[config.mk]
export PLATFORM = sky130hd
export DESIGN_NAME = drs_sequencer
export DESIGN_NICKNAME = d
export VERILOG_FILES = /design/src/logic/drs_pkg.sv /design/src/logic/drs_sequencer.sv
export SDC_FILE = /design/constraint.sdc
export NUM_CORES = 1
export LEC_CHECK = 0
export BUFFER_PORTS_ARGS = -buffer_cell sky130_fd_sc_hd__buf_2
export CAP_MARGIN = 20
export CORE_MARGIN = 3
export CORE_UTILIZATION = 35
export CTS_CLUSTER_DIAMETER = 50
export DETAILED_ROUTE_END_ITERATION = 12
export GPL_TIMING_DRIVEN = 0
export SYNTH_ARGS = -nofsm -noshare
export SYNTH_HDL_FRONTEND = slang
export SYNTH_SLANG_ARGS = --single-unit
[constraint.sdc]
create_clock -name clk -period 4.5 [get_ports clk]
set_clock_uncertainty 0.05 [all_clocks]
set_input_delay 0.45 -clock clk [delete_from_list [all_inputs] [get_ports clk]]
set_output_delay 0.45 -clock clk [all_outputs]
set_load 0.005 [all_outputs]
[src/logic/drs_pkg.sv]
// Purpose: shared constants and types of the device reset sequencer
// Assumes: 50 MHz system clock, 32-bit register port with 8-bit address
// Notes:   all pin inputs travel together as one packed struct

`default_nettype none

package drs_pkg;

  // ==========================================================
  // sizes
  localparam int NCORE    = 4;
  localparam int CSEL_W   = 3;
  localparam int STRAP_W  = 13;
  localparam int PLLM_W   = 6;
  localparam int CNT_W    = 8;
  localparam int ADDR_W   = 8;

  // core select code that hits every core
  localparam logic [CSEL_W-1:0] CSEL_ALL = 3'h7;

  // ==========================================================
  // register map
  localparam logic [ADDR_W-1:0] ADDR_CTRL    = 8'h00;
  localparam logic [ADDR_W-1:0] ADDR_PLL     = 8'h04;
  localparam logic [ADDR_W-1:0] ADDR_DEVSTAT = 8'h08;
  localparam logic [ADDR_W-1:0] ADDR_STATUS  = 8'h0C;

  localparam int CTRL_SWRST_BIT = 0;
  localparam int CTRL_ISO_BIT   = 1;
  localparam int STAT_CCS_BIT   = 4;
  localparam int STAT_DDR_LSB   = 5;

  localparam logic [PLLM_W-1:0]  PLLM_RST    = 6'h10;
  localparam logic [STRAP_W-1:0] DEVSTAT_RST = 13'h0000;

  // ==========================================================
  // timing
  localparam int CLK_MHZ       = 50;
  localparam int INIT_TIME_NS  = 1000;
  localparam int SWRST_TIME_NS = 200;
  localparam int INIT_CYC  = (INIT_TIME_NS * CLK_MHZ + 999) / 1000;
  localparam int SWRST_CYC = (SWRST_TIME_NS * CLK_MHZ + 999) / 1000;

  // ==========================================================
  // types
  typedef enum logic [3:0] {
    ST_COLD = 4'h1,
    ST_WARM = 4'h2,
    ST_INIT = 4'h4,
    ST_RUN  = 4'h8
  } drs_state_e;

  typedef struct packed {
    logic                 por_n;
    logic                 full_reset_n;
    logic                 warm_reset_n;
    logic                 core_local_reset_n;
    logic                 local_reset_nmi_strobe_n;
    logic                 nmi_n;
    logic [CSEL_W-1:0]    core_select;
    logic                 core_clock_select;
    logic [1:0]           ddr_slew_rate_select;
    logic [STRAP_W-1:0]   boot_strap_levels;
  } drs_pins_s;

  typedef struct packed {
    logic                 wr;
    logic                 rd;
    logic [ADDR_W-1:0]    addr;
    logic [31:0]          wdata;
  } drs_bus_s;

endpackage

`default_nettype wire

[src/logic/drs_sequencer.sv]
// Purpose: reset sequencing, strap capture and local core reset
// Assumes: board pins are asynchronous and pass two flip-flops first
// Notes:   emulation requests come from on-chip logic on the same clock

`timescale 1ns/100ps
`default_nettype none

// Contract
// full reset low acts as power-on, clears configuration, captures straps
// straps captured when full reset rises; pins then free for normal use
// controller holds full reset low through power-up and after power-on
// full reset may pulse any time after power-on; device returns to default
// controller keeps power-on and warm reset high before full reset release
// controller drives power-on and full reset as separate signals
// on bad supply controller asserts full reset with power-on reset
// warm reset from pin or register; spares test, emulation, isolated logic
// while warm reset low, three-state outputs float, others go inactive
// warm reset restores PLL settings unless reset isolation blocks it
// warm reset keeps previously latched or programmed strap values
// local reset hits only selected core or all cores
// local reset never drives reset status low
// controller sets select and local reset, pulses strobe, then holds
// select plus strobe with interrupt pin interrupts one chosen core; select code 7 interrupts all cores
// power management releases power-on only with stable supplies
// control logic reasserts full reset whenever power-on goes low
// controller holds warm reset high before power-on and full release
// warm reset held at power-up leaves device in warm-reset condition
// reset status low for nearly every source until initialization ends
// emulation hard or soft reset acts like that reset, never blocked
// clock select and slew select sampled continuously, never latched
// PLL multiplier set only by register writes, never by straps
// controller timing intervals are parameterised cycle counters
module drs_sequencer (
  // clock and reset
  input  wire logic                            clk,
  input  wire logic                            srst,
  // board pins
  input  wire drs_pkg::drs_pins_s              pins,
  // on-chip emulation requests
  input  wire logic                            emu_hard_req,
  input  wire logic                            emu_soft_req,
  // register port
  input  wire drs_pkg::drs_bus_s               bus,
  output logic [31:0]                          rdata,
  // reset outputs
  output logic                                 reset_status_n,
  output logic                                 chip_reset_n,
  output logic                                 periph_reset_n,
  output logic                                 outputs_hiz,
  output logic [drs_pkg::NCORE-1:0]            core_reset_n,
  output logic [drs_pkg::NCORE-1:0]            core_nmi,
  // configuration outputs
  output logic [drs_pkg::PLLM_W-1:0]           pll_mult,
  output logic [drs_pkg::STRAP_W-1:0]          devstat,
  output logic                                 core_clock_select_q,
  output logic [1:0]                           ddr_slew_rate_select_q
);

  // ==========================================================
  // pin synchroniser
  // stage one is read only by stage two; edges use stages two and three
  drs_pkg::drs_pins_s s1_q;
  drs_pkg::drs_pins_s s2_q;
  drs_pkg::drs_pins_s s3_q;

  always_ff @(posedge clk) begin
    s1_q <= pins;
    s2_q <= s1_q;
    s3_q <= s2_q;
  end

  logic full_rise;
  logic strobe_fall;
  logic strobe_rise;

  always_comb begin
    full_rise   = s2_q.full_reset_n & ~s3_q.full_reset_n;
    strobe_fall = s3_q.local_reset_nmi_strobe_n
                  & ~s2_q.local_reset_nmi_strobe_n;
    strobe_rise = s2_q.local_reset_nmi_strobe_n
                  & ~s3_q.local_reset_nmi_strobe_n;
  end

  // ==========================================================
  // reset request decode
  logic                     cold_req;
  logic                     warm_req;
  logic [drs_pkg::CNT_W-1:0] swrst_cnt_q;

  always_comb begin
    cold_req = ~s2_q.por_n | ~s2_q.full_reset_n
               | emu_hard_req;
    warm_req = ~s2_q.warm_reset_n | (swrst_cnt_q != '0)
               | emu_soft_req;
  end

  // ==========================================================
  // sequencing state machine
  drs_pkg::drs_state_e       state_q;
  drs_pkg::drs_state_e       state_d;
  logic [drs_pkg::CNT_W-1:0] init_cnt_q;
  logic [drs_pkg::CNT_W-1:0] init_cnt_d;

  always_comb begin
    state_d    = state_q;
    init_cnt_d = init_cnt_q;
    case (state_q)
      drs_pkg::ST_COLD: begin
        init_cnt_d = drs_pkg::CNT_W'(drs_pkg::INIT_CYC);
        if (cold_req) begin
          state_d = drs_pkg::ST_COLD;
        end else if (warm_req) begin
          state_d = drs_pkg::ST_WARM;
        end else begin
          state_d = drs_pkg::ST_INIT;
        end
      end
      drs_pkg::ST_WARM: begin
        init_cnt_d = drs_pkg::CNT_W'(drs_pkg::INIT_CYC);
        if (cold_req) begin
          state_d = drs_pkg::ST_COLD;
        end else if (!warm_req) begin
          state_d = drs_pkg::ST_INIT;
        end
      end
      drs_pkg::ST_INIT: begin
        if (cold_req) begin
          state_d = drs_pkg::ST_COLD;
        end else if (warm_req) begin
          state_d = drs_pkg::ST_WARM;
        end else if (init_cnt_q <= drs_pkg::CNT_W'(1)) begin
          state_d = drs_pkg::ST_RUN;
        end else begin
          init_cnt_d = init_cnt_q - drs_pkg::CNT_W'(1);
        end
      end
      drs_pkg::ST_RUN: begin
        if (cold_req) begin
          state_d = drs_pkg::ST_COLD;
        end else if (warm_req) begin
          state_d = drs_pkg::ST_WARM;
        end
      end
      default: begin
        state_d = drs_pkg::ST_COLD;
      end
    endcase
  end

  always_ff @(posedge clk) begin
    if (srst) begin
      state_q    <= drs_pkg::ST_COLD;
      init_cnt_q <= '0;
    end else begin
      state_q    <= state_d;
      init_cnt_q <= init_cnt_d;
    end
  end

  logic in_cold;
  logic in_reset;

  always_comb begin
    in_cold  = (state_q == drs_pkg::ST_COLD);
    in_reset = in_cold | (state_q == drs_pkg::ST_WARM);
  end

  // ==========================================================
  // configuration registers
  logic                        iso_q;
  logic                        iso_d;
  logic [drs_pkg::PLLM_W-1:0]  pllm_q;
  logic [drs_pkg::PLLM_W-1:0]  pllm_d;
  logic [drs_pkg::STRAP_W-1:0] devstat_q;
  logic [drs_pkg::STRAP_W-1:0] devstat_d;
  logic [drs_pkg::CNT_W-1:0]   swrst_cnt_d;
  logic                        wr_ctrl;
  logic                        wr_pll;
  logic                        wr_dev;

  always_comb begin
    wr_ctrl     = bus.wr & (bus.addr == drs_pkg::ADDR_CTRL);
    wr_pll      = bus.wr & (bus.addr == drs_pkg::ADDR_PLL);
    wr_dev      = bus.wr & (bus.addr == drs_pkg::ADDR_DEVSTAT);
    iso_d       = iso_q;
    pllm_d      = pllm_q;
    devstat_d   = devstat_q;
    swrst_cnt_d = swrst_cnt_q;
    if (swrst_cnt_q != '0) begin
      swrst_cnt_d = swrst_cnt_q - drs_pkg::CNT_W'(1);
    end
    if (in_cold) begin
      // full and power-on reset clear isolation, PLL multiplier and software reset count; straps are not cleared here
      iso_d       = 1'b0;
      pllm_d      = drs_pkg::PLLM_RST;
      swrst_cnt_d = '0;
    end else begin
      if (in_reset && !iso_q) begin
        pllm_d = drs_pkg::PLLM_RST;
      end else if (wr_pll) begin
        pllm_d = bus.wdata[drs_pkg::PLLM_W-1:0];
      end
      if (wr_ctrl) begin
        iso_d = bus.wdata[drs_pkg::CTRL_ISO_BIT];
        if (bus.wdata[drs_pkg::CTRL_SWRST_BIT]) begin
          swrst_cnt_d = drs_pkg::CNT_W'(drs_pkg::SWRST_CYC);
        end
      end
      if (wr_dev) begin
        devstat_d = bus.wdata[drs_pkg::STRAP_W-1:0];
      end
    end
    // warm reset never touches the latched straps
    if (full_rise && s2_q.por_n) begin
      devstat_d = s2_q.boot_strap_levels;
    end
  end

  always_ff @(posedge clk) begin
    if (srst) begin
      iso_q       <= 1'b0;
      pllm_q      <= drs_pkg::PLLM_RST;
      devstat_q   <= drs_pkg::DEVSTAT_RST;
      swrst_cnt_q <= '0;
    end else begin
      iso_q       <= iso_d;
      pllm_q      <= pllm_d;
      devstat_q   <= devstat_d;
      swrst_cnt_q <= swrst_cnt_d;
    end
  end

  // ==========================================================
  // local core reset and interrupt
  // the select code is held from the strobe fall, so a late select
  // change during the pulse cannot move the reset to another core
  logic                      lrst_q;
  logic                      lrst_d;
  logic [drs_pkg::CSEL_W-1:0] sel_q;
  logic [drs_pkg::CSEL_W-1:0] sel_d;
  logic                      nmi_go;

  always_comb begin
    lrst_d = lrst_q;
    sel_d  = sel_q;
    nmi_go = 1'b0;
    if (strobe_fall) begin
      sel_d = s2_q.core_select;
      if (!s2_q.core_local_reset_n) begin
        lrst_d = 1'b1;
      end else if (!s2_q.nmi_n) begin
        nmi_go = 1'b1;
      end
    end else if (strobe_rise) begin
      lrst_d = 1'b0;
    end
    if (in_cold) begin
      lrst_d = 1'b0;
    end
  end

  always_ff @(posedge clk) begin
    if (srst) begin
      lrst_q <= 1'b0;
      sel_q  <= '0;
    end else begin
      lrst_q <= lrst_d;
      sel_q  <= sel_d;
    end
  end

  logic [drs_pkg::NCORE-1:0] core_rst_n_d;
  logic [drs_pkg::NCORE-1:0] nmi_d;

  genvar gi;
  generate
    for (gi = 0; gi < drs_pkg::NCORE; gi++) begin : g_core
      logic hit_now;
      logic hit_held;
      always_comb begin
        hit_now  = (s2_q.core_select == drs_pkg::CSEL_W'(gi))
                   | (s2_q.core_select == drs_pkg::CSEL_ALL);
        hit_held = (sel_q == drs_pkg::CSEL_W'(gi))
                   | (sel_q == drs_pkg::CSEL_ALL);
        core_rst_n_d[gi] = !in_reset && !(lrst_q && hit_held);
        nmi_d[gi]        = nmi_go && hit_now && !in_reset;
      end
    end
  endgenerate

  // ==========================================================
  // registered outputs and read port
  logic [31:0] rdata_d;

  always_comb begin
    rdata_d = '0;
    if (bus.rd) begin
      case (bus.addr)
        drs_pkg::ADDR_CTRL: begin
          rdata_d[drs_pkg::CTRL_SWRST_BIT] = (swrst_cnt_q != '0);
          rdata_d[drs_pkg::CTRL_ISO_BIT]   = iso_q;
        end
        drs_pkg::ADDR_PLL: begin
          rdata_d[drs_pkg::PLLM_W-1:0] = pllm_q;
        end
        drs_pkg::ADDR_DEVSTAT: begin
          rdata_d[drs_pkg::STRAP_W-1:0] = devstat_q;
        end
        drs_pkg::ADDR_STATUS: begin
          rdata_d[3:0] = state_q;
          rdata_d[drs_pkg::STAT_CCS_BIT] = s2_q.core_clock_select;
          rdata_d[drs_pkg::STAT_DDR_LSB +: 2] =
            s2_q.ddr_slew_rate_select;
        end
        default: begin
          rdata_d = '0;
        end
      endcase
    end
  end

  always_ff @(posedge clk) begin
    if (srst) begin
      rdata                  <= '0;
      reset_status_n         <= 1'b0;
      chip_reset_n           <= 1'b0;
      periph_reset_n         <= 1'b0;
      outputs_hiz            <= 1'b1;
      core_reset_n           <= '0;
      core_nmi               <= '0;
      pll_mult               <= drs_pkg::PLLM_RST;
      devstat                <= drs_pkg::DEVSTAT_RST;
      core_clock_select_q    <= 1'b0;
      ddr_slew_rate_select_q <= 2'h0;
    end else begin
      rdata                  <= rdata_d;
      // local reset is not a term here, so status stays high for it
      reset_status_n         <= (state_q == drs_pkg::ST_RUN);
      chip_reset_n           <= !in_cold;
      periph_reset_n         <= !in_reset;
      outputs_hiz            <= in_reset;
      core_reset_n           <= core_rst_n_d;
      core_nmi               <= nmi_d;
      pll_mult               <= pllm_q;
      devstat                <= devstat_q;
      core_clock_select_q    <= s2_q.core_clock_select;
      ddr_slew_rate_select_q <= s2_q.ddr_slew_rate_select;
    end
  end

endmodule

`default_nettype wire

==> flow_metrics.tcl <==
set metrics [dict create \
    diodes 0 \
    powerDensity_nw_per_um2 445 \
    worstMarginPinSlew_ns 1.02 \
    fillers 1277 \
    dp_slack_ns 1.62 \
    placed_area_um2 5680 \
    run_status "complete, no violations" \
    rsz0062_at_grt "false" \
    ant_nets 0 \
    worstPathArrival_ns 2.83 \
    io-pin-count 137 \
    synth_area_um2 4910 \
    drive_gt1_frac 0.293 \
    worst_slack_ns 1.92 \
    path_clk_slew_ns 0.06 \
    dieWidth_um 124 \
    relSlewSlack 0.314 \
    areaGrowthSynthToFinish_pct 27.4 \
    ys_ff_latch 143 \
    synth_ff_type "dfxtp_1" \
    worstPathRequired_ns 4.75 \
    clock_sinks 143 \
    cts-root-buf "clkbuf_16" \
    period_share 0.572 \
    post_cts_buffers 0 \
    io_buffers 96 \
    hold_viol_final 0 \
    cpLargestDelayFamily "simple AND/OR/NAND/NOR gates" \
    hp-class "in2reg" \
    drv_slew 0 \
    start_util 0.364 \
    clock_latency_ns 0.41 \
    grtUsageTotal 0.142 \
    ir_drop_mv 0.300 \
    cts_resized 0 \
    cts_tree "yes" \
    maxCapViolCount 0 \
    synth_cells 458 \
    whs_ns 0.0866 \
    leakagePower_uw 0.00281 \
    die_h_um 124 \
    fin_setup_tns_ns 0 \
    timing.fmax_mhz 388 \
    fin_crit_ns 2.58 \
    ys_types 55 \
    drt-pass1-iter-count 4 \
    vias 3582 \
    routedWlPerCell_um 13.8 \
    antenna_found_initial 0 \
    yosys_warnings 0 \
    async_flop_share 0 \
    clock_path_buffers 2 \
    ys_seq_area_frac 0.583 \
    worstSetupStartpointType "register" \
    cts_hold_buffers 0 \
    path_max_fanout 5 \
    crit_path_cell_trace "inv_1 -> ha_1 -> or3b_2 -> or4_4 -> or4_1 -> and3b_1" \
    synth_edf_count 0 \
    cts-buffers-inserted 17 \
    grt_max_degree 17 \
    die-area_um2 15500 \
    grt_pass1_wl_um 17400 \
    syn_area_per_cell_um2 10.7 \
    fin_area_um2 6260 \
    overflow 0 \
    grt_pass1_vias 3488 \
    setup_viol 0 \
    critPathSlowestCell "or4_4" \
    fp.coreArea_um2 13500 \
    routed_via_density 4.59 \
    row_count 42 \
    critical_path_buf_inv_count 1 \
    worst-setup-path-type "reg2reg" \
    routed_wl_um 10700 \
    gp_congestion 0.850 \
    drt_iter0_drc 182 \
    final_nets 666 \
    post-dp-hpwl_um 7970 \
    cp-end-kind "register" \
    drc 0 \
    cpPeakStageDelay_ns 0.58 \
    cts_max_level 4 \
]
-- layout make-up --
class / instances / area [um2] / area share
Multi-Input combinational cell: 286 / 1870 / 0.299
Clock inverter: 12 / 139 / 0.0222
Inverter: 10 / 37.5 / 0.00600
Timing Repair Buffer: 96 / 480 / 0.0768
Sequential cell: 143 / 2860 / 0.458
Buffer: 37 / 211 / 0.0338
Clock buffer: 20 / 437 / 0.0698
Tap cell: 176 / 220 / 0.0352
-- synth_stat cells, drive strengths merged (6+ instances only) --
| cell | count | area share |
|---|---|---|
| xnor2 | 8 | 0.014 |
| nand2b | 6 | 0.0076 |
| o21ai | 6 | 0.0061 |
| dfxtp | 143 | 0.58 |
| nor2 | 32 | 0.024 |
| and2 | 7 | 0.0089 |
| clkbuf | 17 | 0.013 |
| mux2 | 18 | 0.041 |
| and3 | 6 | 0.0076 |
| nor4 | 7 | 0.0089 |
| nor2b | 26 | 0.033 |
| or4 | 9 | 0.016 |
| inv | 10 | 0.0076 |
| nand2 | 34 | 0.026 |
| a21oi | 23 | 0.023 |
| mux2i | 11 | 0.022 |
| buf | 20 | 0.030 |
-- sequential cells by signal (all words and copies together), names as in the netlist --
name                    cells
core_reset_n                4
rdata                      13
s3_q                        2
outputs_hiz                 1
s2_q                       25
chip_reset_n                1
ddr_slew_rate_select_q      2
devstat                    13
pllm_q                      6
init_cnt_q                  8
core_clock_select_q         1
state_q                     4
pll_mult                    6
reset_status_n              1
swrst_cnt_q                 8
lrst_q                      1
periph_reset_n              1
s1_q                       25
core_nmi                    4
iso_q                       1
devstat_q                  13
sel_q                       3
-- layout by cell type (no fill, tap or decap), drive strengths merged, types with 3 or more instances in the layout --
cell type  Yosys  final
nand3          5      5
xor2           3      3
clkbuf        17     37
o31ai          4      4
or3            3      3
clkinv         0      5
or4            9      9
xnor2          8      8
ha             4      4
nand2         34     34
nor4b          3      3
buf           20    116
dfxtp        143    143
mux2i         11     11
mux2          18     18
o21ai          6      6
or2            5      5
and3           6      6
nor4           7      7
nand3b         4      4
nor2b         26     26
and2           7      7
inv           10     11
a22oi          4      4
clkinvlp       0      4
nor3           5      5
nor2          32     32
nand2b         6      6
a31oi          4      4
a21oi         23     23
conb           1     19
-- stage by stage --
stage	std cells	util	power (uW)
after global placement	748	0.421	1470
final	780	0.463	2790
after detailed placement	748	0.421	1480
after CTS	780	0.463	2820
after global routing	780	0.463	2900
after floorplan	476	-	1420
-- final timing paths --
path,from,endpoint,slack (ns),cells past startpoint
setup / recovery,swrst_cnt_q[0],init_cnt_q[5],1.92,6
hold / removal,pins[18],s1_q[18],0.09,1
setup reg to reg,swrst_cnt_q[0],init_cnt_q[5],1.92,6
hold reg to reg,s1_q[5],s2_q[5],0.28,0
-- per-layer routing --
layer,wire [um],vias to the layer above,share of wire,GRT usage
met5,0,-,0,0
met3,691,15,0.064,0.0437
met4,236,0,0.022,0.0664
li1,-,1804,-,-
met1,4860,1646,0.45,0.179
met2,4940,117,0.46,0.221
-- worst register-to-register path, cell delays in order (launching register included) --
cell and delay [ns]:
dfxtp_1 0.33, inv_1 0.11, ha_1 0.19, or3b_2 0.53, or4_4 0.58, or4_1 0.49
and3b_1 0.19
-- where the power goes --
| group | internal, uW | total (uW) | switching (uW) |
|---|---|---|---|
| combinational | 62.2 | 126 | 63.9 |
| clock | 819 | 1340 | 519 |
| sequential | 1310 | 1320 | 16.2 |
-- cell families (layout without fill, tap and decap cells) --
logic type	count (synthesis)	count (layout)	share of synthesized area
and+or+nand+nor	162	162	0.181
DFF	143	143	0.583
AOI/OAI and AO/OA	59	59	0.0823
buffers and inverters	47	175	0.0507
muxes	31	31	0.0728
xor gates and xnor gates	11	11	0.0196
adders and majority gates	4	4	0.0102
other	1	19	0.000763
Note: power is estimated with default switching activity, not from simulation.
